**config.mk**
```make
export PLATFORM = sky130hd
export DESIGN_NAME = gpio_indicator
export DESIGN_NICKNAME = d
export VERILOG_FILES = /design/src/gpio_pkg.sv /design/src/gpio_indicator.sv /design/src/tone_gen.sv
export VERILOG_INCLUDE_DIRS = /design/src
export SDC_FILE = /design/constraint.sdc
export NUM_CORES = 1
export LEC_CHECK = 0
export BUFFER_PORTS_ARGS = -buffer_cell sky130_fd_sc_hd__buf_2
export CORE_MARGIN = 3
export CORE_UTILIZATION = 66
export CTS_BUF_LIST = sky130_fd_sc_hd__clkbuf_4 sky130_fd_sc_hd__clkbuf_8
export DETAILED_ROUTE_END_ITERATION = 7
export HOLD_SLACK_MARGIN = 0.12
export PLACE_DENSITY = 0.88
export SETUP_SLACK_MARGIN = 0.05
export SYNTH_ARGS = -nofsm -noshare
export SYNTH_HDL_FRONTEND = slang
export SYNTH_SLANG_ARGS = --single-unit
```
**constraint.sdc**
```tcl
create_clock -name ref_clk -period 26.3 [get_ports ref_clk]
set_input_delay 6.575 -clock ref_clk [delete_from_list [all_inputs] [get_ports ref_clk]]
set_output_delay 6.575 -clock ref_clk [all_outputs]
set_load 0.1 [all_outputs]
```
**src/gpio_map.svh**
```systemverilog
`ifndef GPIO_MAP_SVH
`define GPIO_MAP_SVH

////////////////////////////////////////////////////////////////////////////
// Register byte offsets on the plain register port
`define ADDR_CTRL 8'h00
`define ADDR_FUNC 8'h04
`define ADDR_DRIVE 8'h08
`define ADDR_PULL 8'h0C
`define ADDR_PADIN 8'h10
`define ADDR_ALARM_CLR 8'h14
`define ADDR_TONE 8'h18
`define ADDR_ADC_CMD 8'h1C
`define ADDR_ADC_MV 8'h20
`define ADDR_IRQ_STAT 8'h24
`define ADDR_IRQ_CLR 8'h28
`define ADDR_IRQ_EN 8'h2C

////////////////////////////////////////////////////////////////////////////
// Control register fields
`define CTRL_STATE_LSB 0
`define CTRL_MODE_BIT 2

// Interrupt status bit positions
`define IRQ_ALARM 0
`define IRQ_ADC 1
`define IRQ_INHIBIT 2
`define IRQ_MONITOR 3
`define IRQ_BITS 4

////////////////////////////////////////////////////////////////////////////
// Reset values
`define FUNC_RST 32'h00000000
`define PULL_RST 32'hFFFFFFFF
`define DRIVE_RST 32'h00000000
`define TONE_RST 16'h0000

////////////////////////////////////////////////////////////////////////////
// Pads that carry an alternate function
`define STATUS_PAD 0
`define INHIBIT_PAD 3
`define MONITOR_PAD 4
`define ALARM_PAD 5
`define TONE_PAD 6

////////////////////////////////////////////////////////////////////////////
// Clock rate and times, in their own units
`define CLK_KHZ 20000
`define FAST_PERIOD_MS 1000
`define FAST_ON_MS 500
`define SLOW_PERIOD_MS 3000
`define SLOW_ON_MS 300
`define LEAD_MS 300
`define HANG_MS 500

// Converter span and width
`define ADC_FULL_MV 1300
`define ADC_BITS 10

`endif

```
**src/gpio_pkg.sv**
```systemverilog
package gpio_pkg;

   // Network and call condition shown on the lamp
   typedef enum logic [1:0] {
      NET_OFF,
      NET_SEARCH,
      NET_REGISTERED,
      NET_CALL
   } net_state_t;

   // Function of one pad
   typedef enum logic [1:0] {
      PAD_INPUT,
      PAD_OUTPUT,
      PAD_ALTERNATE,
      PAD_SPARE
   } pad_func_t;

   // Transmit-activity monitor behaviour
   typedef enum logic {
      MON_CALL_WIDE,
      MON_BURST
   } mon_mode_t;

endpackage : gpio_pkg

```
**src/gpio_indicator.sv**
```systemverilog
// Notes on behaviour
// - Output pads drive both high and low
// - Indicator pin is inverse of lamp
// - Lamp dark when off, lit in call
// - Searching: 1 s period, 0.5 s lit
// - Registered: 3 s period, 0.3 s lit
// - Low inhibit pad blocks the transmitter
// - Monitor rises with transmit, falls after
// - Call mode: 300 ms lead, 500 ms hang
// - Burst mode: monitor follows each burst
// - Alarm output high until clear command
// - Alarm output high during reset
// - Buzzer pad carries tone square wave
// - Analog input sampled as 10-bit word
// - Read command returns millivolts
// - Pads start as inputs with pull-down, the alarm pad only after reset
`timescale 1ns/1ps
`include "gpio_map.svh"

module gpio_indicator #(
   parameter int NUM_PADS = 10,
   parameter int FAST_PERIOD_CYC = `FAST_PERIOD_MS * `CLK_KHZ,
   parameter int FAST_ON_CYC = `FAST_ON_MS * `CLK_KHZ,
   parameter int SLOW_PERIOD_CYC = `SLOW_PERIOD_MS * `CLK_KHZ,
   parameter int SLOW_ON_CYC = `SLOW_ON_MS * `CLK_KHZ,
   parameter int LEAD_CYC = `LEAD_MS * `CLK_KHZ,
   parameter int HANG_CYC = `HANG_MS * `CLK_KHZ
) (
   input wire logic ref_clk,
   input wire logic rst,
   // Register port
   input wire logic [7:0] addr,
   input wire logic [31:0] wdata,
   input wire logic wr,
   input wire logic rd,
   output logic [31:0] rdata,
   // Pads
   input wire logic [NUM_PADS-1:0] pad_in,
   output logic [NUM_PADS-1:0] pad_out,
   output logic [NUM_PADS-1:0] pad_oe,
   output logic [NUM_PADS-1:0] pad_pd,
   // Radio and alarm side
   input wire logic call_active,
   input wire logic tx_burst,
   input wire logic alarm_fire,
   input wire logic [`ADC_BITS-1:0] adc_code,
   output logic tx_permit,
   output logic irq
);

   // Counter width covers the longest blink period
   localparam int CW = 27;

   ////////////////////////////////////////////////////////////////////////
   // Register decode
   wire wr_ctrl = wr && (addr == `ADDR_CTRL);
   wire wr_func = wr && (addr == `ADDR_FUNC);
   wire wr_drive = wr && (addr == `ADDR_DRIVE);
   wire wr_pull = wr && (addr == `ADDR_PULL);
   wire wr_alarm_clr = wr && (addr == `ADDR_ALARM_CLR);
   wire wr_tone = wr && (addr == `ADDR_TONE);
   wire wr_adc_cmd = wr && (addr == `ADDR_ADC_CMD);
   wire wr_irq_clr = wr && (addr == `ADDR_IRQ_CLR);
   wire wr_irq_en = wr && (addr == `ADDR_IRQ_EN);

   // Software-held state
   logic [2:0] ctrl_reg; // Lamp state and monitor mode
   logic [2*NUM_PADS-1:0] func_reg; // Two select bits per pad
   logic [NUM_PADS-1:0] drive_reg; // Plain output levels
   logic [NUM_PADS-1:0] pull_reg; // Pull-down enables
   logic [15:0] tone_reg; // Buzzer half period in cycles
   logic [10:0] adc_mv_reg; // Last converted result in mV
   logic [`IRQ_BITS-1:0] irq_stat_reg; // Sticky events
   logic [`IRQ_BITS-1:0] irq_en_reg; // Event enables

   // Views of the control register
   gpio_pkg::net_state_t net_state;
   gpio_pkg::mon_mode_t mon_mode;
   assign net_state = gpio_pkg::net_state_t'(ctrl_reg[1:0]);
   assign mon_mode = gpio_pkg::mon_mode_t'(ctrl_reg[`CTRL_MODE_BIT]);

   // Which alternate functions are selected
   wire inhibit_sel = func_reg[2*`INHIBIT_PAD +: 2] ==
                      2'(gpio_pkg::PAD_ALTERNATE);
   wire tone_sel = func_reg[2*`TONE_PAD +: 2] ==
                   2'(gpio_pkg::PAD_ALTERNATE);

   ////////////////////////////////////////////////////////////////////////
   // Lamp pattern: a free counter that restarts when the state changes
   logic [CW-1:0] blink_reg;
   logic [1:0] state_seen_reg;
   wire slow_blink = (net_state == gpio_pkg::NET_REGISTERED);
   wire [CW-1:0] period_cyc = slow_blink ? CW'(SLOW_PERIOD_CYC)
                                         : CW'(FAST_PERIOD_CYC);
   wire [CW-1:0] on_cyc = slow_blink ? CW'(SLOW_ON_CYC)
                                     : CW'(FAST_ON_CYC);
   wire state_moved = (state_seen_reg != ctrl_reg[1:0]);
   wire blink_wrap = (blink_reg >= period_cyc - 1'b1);
   wire [CW-1:0] blink_next = (state_moved || blink_wrap) ? '0
                                                          : blink_reg + 1'b1;
   // Each period opens with its lit part
   wire blink_lit = (blink_reg < on_cyc);
   logic lamp_on;

   // Lamp level for each network state
   always_comb begin
      case (net_state)
         gpio_pkg::NET_OFF: lamp_on = 1'b0;
         gpio_pkg::NET_CALL: lamp_on = 1'b1;
         gpio_pkg::NET_SEARCH: lamp_on = blink_lit;
         gpio_pkg::NET_REGISTERED: lamp_on = blink_lit;
         default: lamp_on = 1'b0;
      endcase
   end

   ////////////////////////////////////////////////////////////////////////
   // Transmit monitor: lead-in before the first burst, hang after the last
   logic call_seen_reg;
   logic mon_reg; // Call-wide window flag
   logic lead_done_reg;
   logic [CW-1:0] lead_reg;
   logic [CW-1:0] hang_reg;
   wire call_rise = call_active && !call_seen_reg;
   wire lead_end = mon_reg && !lead_done_reg &&
                   (lead_reg >= CW'(LEAD_CYC) - 1'b1);
   // Hang restarts on every burst so it times from the last one
   wire hang_busy = (hang_reg != '0);
   wire mon_drop = mon_reg && lead_done_reg && !call_active &&
                   !tx_burst && !hang_busy;
   wire [CW-1:0] lead_next = (!mon_reg || lead_done_reg) ? '0
                                                         : lead_reg + 1'b1;
   wire [CW-1:0] hang_next = tx_burst ? CW'(HANG_CYC)
                             : hang_busy ? hang_reg - 1'b1 : '0;
   wire mon_next = call_rise ? 1'b1 : (mon_drop ? 1'b0 : mon_reg);
   wire lead_done_next = call_rise ? 1'b0
                         : (lead_end ? 1'b1 : lead_done_reg);

   // Monitor level for the selected mode
   wire mon_level = (mon_mode == gpio_pkg::MON_BURST) ? tx_burst
                                                       : mon_reg;

   // Inhibit pad held low by the application stops the radio
   wire inhibit_now = inhibit_sel && !pad_in[`INHIBIT_PAD];
   wire inhibit_seen_next = inhibit_now;
   logic inhibit_seen_reg;
   // In call mode bursts wait for the monitor lead-in to elapse
   wire lead_ok = (mon_mode == gpio_pkg::MON_BURST) || lead_done_reg;
   wire tx_permit_next = !inhibit_now && lead_ok;

   ////////////////////////////////////////////////////////////////////////
   // Alarm latch: set wins over a clear written in the same cycle
   logic alarm_reg;
   wire alarm_next = alarm_fire ? 1'b1
                     : (wr_alarm_clr ? 1'b0 : alarm_reg);

   ////////////////////////////////////////////////////////////////////////
   // Buzzer square wave
   logic tone_wave;
   tone_gen #(
      .DIV_W(16)
   ) u_tone (
      .ref_clk(ref_clk),
      .rst(rst),
      .enable(tone_sel),
      .half_period(tone_reg),
      .wave(tone_wave)
   );

   ////////////////////////////////////////////////////////////////////////
   // Converter: 10-bit code over 0..1300 mV, scaled by 1300/1024
   wire [20:0] adc_prod = 21'(adc_code) * 21'(`ADC_FULL_MV);
   wire [10:0] adc_mv_next = wr_adc_cmd ? adc_prod[20:10]
                                        : adc_mv_reg;

   ////////////////////////////////////////////////////////////////////////
   // Interrupt events and sticky status
   wire [`IRQ_BITS-1:0] irq_event;
   assign irq_event[`IRQ_ALARM] = alarm_fire && !alarm_reg;
   assign irq_event[`IRQ_ADC] = wr_adc_cmd;
   assign irq_event[`IRQ_INHIBIT] = inhibit_now && !inhibit_seen_reg;
   assign irq_event[`IRQ_MONITOR] = call_rise;
   // An event in the clearing cycle survives the clear
   wire [`IRQ_BITS-1:0] irq_clr = wr_irq_clr ? wdata[`IRQ_BITS-1:0] : '0;
   wire [`IRQ_BITS-1:0] irq_stat_next = irq_event |
                                        (irq_stat_reg & ~irq_clr);
   wire irq_next = |(irq_stat_next & irq_en_reg);

   ////////////////////////////////////////////////////////////////////////
   // Pad multiplexing, one slice per pad
   logic [NUM_PADS-1:0] out_next;
   logic [NUM_PADS-1:0] oe_next;
   genvar gi;
   generate
      for (gi = 0; gi < NUM_PADS; gi++) begin : g_pad
         wire [1:0] fsel = func_reg[2*gi +: 2];
         wire is_out = (fsel == 2'(gpio_pkg::PAD_OUTPUT));
         wire is_alt = (fsel == 2'(gpio_pkg::PAD_ALTERNATE));
         // Alternate level of this pad; pads without one act as plain
         wire alt_level =
            (gi == `STATUS_PAD) ? !lamp_on :
            (gi == `MONITOR_PAD) ? mon_level :
            (gi == `ALARM_PAD) ? alarm_reg :
            (gi == `TONE_PAD) ? tone_wave :
            drive_reg[gi];
         // The inhibit pad stays an input when its function is chosen
         wire alt_drives = is_alt && (gi != `INHIBIT_PAD);
         // Push-pull: enable high drives both levels, no pull-up needed
         assign oe_next[gi] = is_out || alt_drives;
         assign out_next[gi] = alt_drives ? alt_level
                               : drive_reg[gi];
      end
   endgenerate

   ////////////////////////////////////////////////////////////////////////
   // Read multiplexer; unmapped offsets read zero
   wire [31:0] rd_mux =
      (addr == `ADDR_CTRL) ? 32'(ctrl_reg) :
      (addr == `ADDR_FUNC) ? 32'(func_reg) :
      (addr == `ADDR_DRIVE) ? 32'(drive_reg) :
      (addr == `ADDR_PULL) ? 32'(pull_reg) :
      (addr == `ADDR_PADIN) ? 32'(pad_in) :
      (addr == `ADDR_TONE) ? 32'(tone_reg) :
      (addr == `ADDR_ADC_MV) ? 32'(adc_mv_reg) :
      (addr == `ADDR_IRQ_STAT) ? 32'(irq_stat_reg) :
      (addr == `ADDR_IRQ_EN) ? 32'(irq_en_reg) :
      32'h00000000;

   ////////////////////////////////////////////////////////////////////////
   // Software registers; pads come up as inputs with pull-down
   always_ff @(posedge ref_clk or posedge rst) begin
      if (rst) begin
         ctrl_reg <= 3'h0;
         func_reg <= (2*NUM_PADS)'(`FUNC_RST);
         drive_reg <= NUM_PADS'(`DRIVE_RST);
         pull_reg <= NUM_PADS'(`PULL_RST);
         tone_reg <= `TONE_RST;
         irq_en_reg <= '0;
      end else begin
         if (wr_ctrl) ctrl_reg <= wdata[2:0];
         if (wr_func) func_reg <= wdata[2*NUM_PADS-1:0];
         if (wr_drive) drive_reg <= wdata[NUM_PADS-1:0];
         if (wr_pull) pull_reg <= wdata[NUM_PADS-1:0];
         if (wr_tone) tone_reg <= wdata[15:0];
         if (wr_irq_en) irq_en_reg <= wdata[`IRQ_BITS-1:0];
      end
   end

   ////////////////////////////////////////////////////////////////////////
   // Lamp and monitor timers
   always_ff @(posedge ref_clk or posedge rst) begin
      if (rst) begin
         blink_reg <= '0;
         state_seen_reg <= 2'h0;
         call_seen_reg <= 1'b0;
         mon_reg <= 1'b0;
         // No call is open yet, so nothing holds the radio back
         lead_done_reg <= 1'b1;
         lead_reg <= '0;
         hang_reg <= '0;
         inhibit_seen_reg <= 1'b0;
      end else begin
         blink_reg <= blink_next;
         state_seen_reg <= ctrl_reg[1:0];
         call_seen_reg <= call_active;
         mon_reg <= mon_next;
         lead_done_reg <= lead_done_next;
         lead_reg <= lead_next;
         hang_reg <= hang_next;
         inhibit_seen_reg <= inhibit_seen_next;
      end
   end

   ////////////////////////////////////////////////////////////////////////
   // Alarm, converter and interrupt state
   // Alarm resets high so the alarm pad, once its function is chosen, stays high until a clear command
   always_ff @(posedge ref_clk or posedge rst) begin
      if (rst) begin
         alarm_reg <= 1'b1;
         adc_mv_reg <= 11'h000;
         irq_stat_reg <= '0;
      end else begin
         alarm_reg <= alarm_next;
         adc_mv_reg <= adc_mv_next;
         irq_stat_reg <= irq_stat_next;
      end
   end

   ////////////////////////////////////////////////////////////////////////
   // Output flops
   // The alarm pad alone is driven high in reset, an exception to inputs
   always_ff @(posedge ref_clk or posedge rst) begin
      if (rst) begin
         pad_out <= NUM_PADS'(1) << `ALARM_PAD;
         pad_oe <= NUM_PADS'(1) << `ALARM_PAD;
         // The alarm pad is driven in reset, so its pull-down stays off
         pad_pd <= NUM_PADS'(`PULL_RST) &
                   ~(NUM_PADS'(1) << `ALARM_PAD);
         rdata <= 32'h00000000;
         tx_permit <= 1'b1;
         irq <= 1'b0;
      end else begin
         pad_out <= out_next;
         pad_oe <= oe_next;
         pad_pd <= pull_reg & ~oe_next;
         rdata <= rd ? rd_mux : 32'h00000000;
         tx_permit <= tx_permit_next;
         irq <= irq_next;
      end
   end

endmodule : gpio_indicator

```
**src/tone_gen.sv**
```systemverilog
`timescale 1ns/1ps

// Square-wave source for the buzzer driver
module tone_gen #(
   parameter int DIV_W = 16
) (
   input wire logic ref_clk,
   input wire logic rst,
   input wire logic enable,
   input wire logic [DIV_W-1:0] half_period,
   output logic wave
);

   // Cycles spent in the current half wave
   logic [DIV_W-1:0] cnt_reg;
   logic [DIV_W-1:0] cnt_next;
   logic wave_next;
   logic running;
   logic flip;

   // A zero divisor means silence, so a stopped tone rests low
   assign running = enable && (half_period != '0);
   assign flip = running && (cnt_reg >= half_period - 1'b1);
   assign cnt_next = (!running || flip) ? '0 : cnt_reg + 1'b1;
   assign wave_next = running ? (wave ^ flip) : 1'b0;

   ////////////////////////////////////////////////////////////////////////
   // Half-period counter and output flop
   always_ff @(posedge ref_clk or posedge rst) begin
      if (rst) begin
         cnt_reg <= '0;
         wave <= 1'b0;
      end else begin
         cnt_reg <= cnt_next;
         wave <= wave_next;
      end
   end

endmodule : tone_gen

```
# After elaboration in Yosys (flattened, before gate mapping)
# Index checks and enable logic that the tools add are counted.
# word_totals
ff_bits	247
input_bits	67
output_inout_bits	64
wordCells	165
# op_classes
addsub	6
n_mul	1
order_cmp	4
n_eq_ne	35
mux	31
bitwise	7
reduce_logical	56
# ops
op	n
$mux 27	4
$mux 16	5
$add 27x1->27 const B	2
$mux 20	2
$eq 8x5->1 const B	4
$eq 8x6->1 const B	4
$mux 32	1
$ge 27x23->1 const B	1
$ge 27x27->1	1
$lt 27x24->1	1
$reduce_bool 27->1	1
$sub 26x1->27 const B	1
$sub 27x1->27 const B	1
$mux 26	1
$eq 2x2->1 const B	12
$mux 24	1
$eq 2x1->1 const B	11
$logic_and 1x1->1	22
$mul 10x9->19 const B	1
$add 16x1->16 const B	1
$eq 8x4->1 const B	2
$ge 16x16->1	1
$reduce_bool 16->1	1
$sub 16x1->16 const B	1
other kinds (19)	58

# Depth between registers and ports, before layout
# logic_depth
depth_word	11
ltp_mapped	13
ltp_nobuf	13

# Hierarchy
# A second synthesis with hierarchy kept.
# unflattened
cells_unflattened	1167
hier_area_um2	12487.0
# modules_own_cells
mod	instances	cells_each	area_per_inst_um2	seq_area_each_um2
gpio_indicator	1	1012	11058.1	5485.3
tone_gen	1	155	1428.9	425.4

# Worst setup path before layout
# No wires, ideal clock.
# synth_path
path_kind	in2reg
startpoint	input adc_code[2]
endpoint	register adc_mv_reg[9]
setup_ns	0.066
arrival_ns	9.755
t_required_ns	26.234
setup_slack_ns	16.479
cell_stages	13
path_buffers	0
path_cell_list	ha_1 -> ha_1 -> inv_1 -> fa_1 -> fa_1 -> inv_1 -> ha_1 -> nand3_1 -> a2111o_1 -> a21o_1 -> and2_1 -> o41ai_1 -> o31a_1
# synth_between
elab_chain_len	1
# synth_rtl
element	line	text
start: declaration	gpio_indicator.sv:46	input wire logic [`ADC_BITS-1:0] adc_code,
$mul 10x9->19	gpio_indicator.sv:171	wire [20:0] adc_prod = 21'(adc_code) * 21'(`ADC_FULL_MV);
end signal: assignment	gpio_indicator.sv:283	adc_mv_reg <= adc_mv_next;
end: declaration	gpio_indicator.sv:72	logic [10:0] adc_mv_reg;
# Every way passes these cells.
# A chain may end at the register's enable or synchronous reset.

# Worst setup path after layout
# Same ends and word-level chain as after synthesis.

==> summary.txt <==
Placed design
  • RePlAce Congestion: 0.9064
  • Input/output buffers: 106
  • Hpwl dp: 20330 um

Die
  • DIE WIDTH: 144.4 um
  • Core Region: 18390 sq um
  • Initial Util: around 69%
  • I/O pins: 131
  • Die area: 20840 sq um
  • Die Height: 144.4 um
  • Num rows: 49

Yosys
  • Sequential share of the synthesized area: 46.78%
  • Fraction of registers with async set/reset: between 90% and 100%
  • Synth cell types: between 70 and 80
  • Yosys reg bits: 235
  • Post-synth EDFFs: 0
  • Syn. warnings: 0
  • Ys flop type: dfrtp_1
  • Syn Inst Count: 1213
  • Post-Syn Area: 12630 sq um
  • Avg Cell Area, Syn: about 10 sq um

Route
  • Total vias in the final route: 9641
  • Drt first pass iters: 5
  • DR DRC count: 0
  • Iter 0 DRT Violations: roughly 690
  • Avg WL per Cell: approximately 18 um
  • Routed WL: approximately 30000 um
  • Vias/cell: roughly 6.0
  • DRT antenna net count: 0

Power
  • Net switching fraction of the power: 30.37%
  • VDD IR max: 59.77 uV
  • Clk pwr share: 37.0%
  • Comb pwr share: 19.2%
  • Leakage power: 7.063 nW
  • Reg power frac: 43.8%
  • Power per cell area: approximately 66 nW/um^2
  • Switching power: 0.2848 mW
  • Internal Pwr Total: 0.6529 mW

Clock network
  • Total setup buffers inserted after CTS: 0
  • Clock Root Buffer: clkbuf_8
  • CTS tree: yes
  • Clock Latency Late Sink: 0.54 ns
  • H-tree lvl count: 2
  • Gates resized, CTS repair: 0
  • Sink Count: 235
  • Clock-pin slew on the worst setup and hold paths: 0.07 ns
  • CTS buffer count: 39
  • Hold Buf Count CTS: 0
  • Longest Clk Path Bufs: 3

Status
  • Status: completed

Timing
  • Worst-case clock skew: 0.02369 ns
  • RSZ-0062 raised after global routing: false
  • Fmax: ~100 MHz
  • Setup-failing EPs final: 0
  • Slew headroom: 25.02%
  • Final period util: 36.86%
  • Tmin final: approximately 9.7 ns
  • Worst-margin pin slew: 1.122 ns
  • Hold Fails Final Rpt: 0
  • Slew Viols, Final: 0
  • Setup TNS Final: 0 ns

Worst hold path
  • Hold Crit Depth: 0
  • Hold_sp: drive_reg[3]
  • Worst min path class: flip-flop to flip-flop
  • Hold EP: pad_out[3]

GRT
  • First-pass GRT wire length: 46820 um
  • Vias in the first global route: approximately 9.7k
  • GRT overflow: 0
  • Total global-route track usage: 28.01%
  • Initial antenna violation count: 3
  • Largest net degree at the start of global routing: 151

Critical path
  • Crit path DAT: 10.17 ns
  • Crit-path max cell delay: 0.55 ns
  • Slowest stage cell, crit path: fa_1
  • Top cell by count, worst path: ha_1
  • FF-to-FF Start: tone_reg[2]
  • CP Cell Sequence: buf_2 > ha_1 > ha_1 > inv_1 > fa_1 > fa_1 > inv_1 > ha_1 > nand3_1 > a2111o_1 > a21o_1 > and2_1 > o41ai_1 > o31a_1
  • CP Capture Type: flip-flop
  • CP Launch Type: input pin
  • Reg2Reg Setup Slack: 22.60 ns
  • R2R cell count: 12
  • Worst-path maximum fanout: 4
  • Setup CP Type: input pin to flip-flop
  • CP required: 26.77 ns
  • Worst R2R End: u_tone.cnt_reg[7]

Cells and area
  • Most frequent cells in the layout: 211 x dfrtp_1, 154 x nor2_1, 106 x buf_2
  • Most common cell after layout, fill and taps aside: dfrtp_1
  • Fin nets: 1498
  • Layout cells sized above 1: between 20% and 30%
  • Area occupied by multi-input gates: 6297 sq um
  • Fillers: between 1k and 1.5k
  • Post-layout util: 77.06%
  • Area Growth Syn to Fin: 12.18%
  • Sequential cell area: ~5900 sq um

Run
  • Max-cap violations: 0
layer usage:
layer  up-vias  track usage, %  share of wire (%)  wire length, um
met4         2           11.93                3.5             1022
met1      4684           36.33                 41            12010
met2       392           45.28                 48            14100
li1       4466               -                  -                -
met5         -               0              0.044               13
met3        97           6.845                7.3             2140
cell families after synthesis:
group	after synthesis	share of synthesized area, %
other cells	1	0.02968
fa+ha+maj	96	9.982
flops	235	46.78
xor+xnor	111	7.695
simple gates	429	16.80
compound gates	162	8.497
buf+inv	105	3.704
mux	74	6.516
power by group through the flow:
stage / sequential, mW / clock, mW / combinational, mW
after floorplan: 0.435 / 0 / 0.119
after global placement: 0.415 / 0 / 0.170
after detailed placement: 0.416 / 0 / 0.179
after CTS: 0.410 / 0.352 / 0.181
after global routing: 0.413 / 0.369 / 0.200
final: 0.410 / 0.347 / 0.180
worst max-delay path, delay by kind of cell:
family	cells	cell delay, ns
compound gates	4	1.07
buf+inv	3	0.22
simple gates	2	0.31
fa+ha+maj	5	1.99
Yosys cell counts, types with 10 or more instances:
master / instances / area [sq um]
nor2_1: 154 / 578.1
nand3_1: 40 / 200.2
inv_1: 66 / 247.7
a21oi_1: 37 / 185.2
xor2_1: 61 / 534.3
mux2_2: 66 / 743.2
dfstp_2: 24 / 630.6
and2_1: 10 / 62.56
nor4_1: 17 / 106.4
buf_4: 12 / 90.09
nand2_1: 86 / 322.8
and3_1: 22 / 137.6
dfrtp_1: 211 / 5280
nor3_1: 22 / 110.1
clkbuf_1: 17 / 63.81
o21ai_0: 38 / 190.2
xnor2_1: 50 / 437.9
or3_1: 11 / 68.82
a21o_1: 14 / 105.1
nand4_1: 10 / 62.56
ha_1: 88 / 1101
metrics by stage:
stage          power [mW]  setup slack (ns)  hold WS, ns  area [sq um]  instances
4_1_cts            0.9434             16.61       0.4191         14170       1594
3_3_place_gp       0.5850             16.14       0.3967         13300       1523
2_1_floorplan      0.5544             13.32       0.3689         12680       1224
6_report           0.9377             16.61       0.4220         14170       1595
3_5_place_dp       0.5948             16.04       0.3978         13300       1523
5_1_grt            0.9826             16.46       0.4353         14170       1595
layout make-up:
| class | instances | area share, % |
|---|---|---|
| Antenna cell | 1 | 0.01766 |
| Timing Repair Buffer | 109 | 3.902 |
| Multi-Input combinational cell | 884 | 44.43 |
| Inverter | 66 | 1.801 |
| Tap cell | 229 | 2.022 |
| Clock inverter | 11 | 0.6091 |
| Clock buffer | 60 | 5.517 |
| Sequential cell | 235 | 41.70 |
worst max-delay path by stage:
stage | startpoint | end | slack, ns
6_report | adc_code[2] | adc_mv_reg[9] | 16.61
3_3_place_gp | adc_code[2] | adc_mv_reg[9] | 16.14
4_1_cts | adc_code[2] | adc_mv_reg[9] | 16.61
2_1_floorplan | rst | adc_mv_reg[0] | 13.32
5_1_grt | adc_code[2] | adc_mv_reg[9] | 16.46
3_5_place_dp | adc_code[2] | adc_mv_reg[9] | 16.04
(Power assumes the default switching activity.)
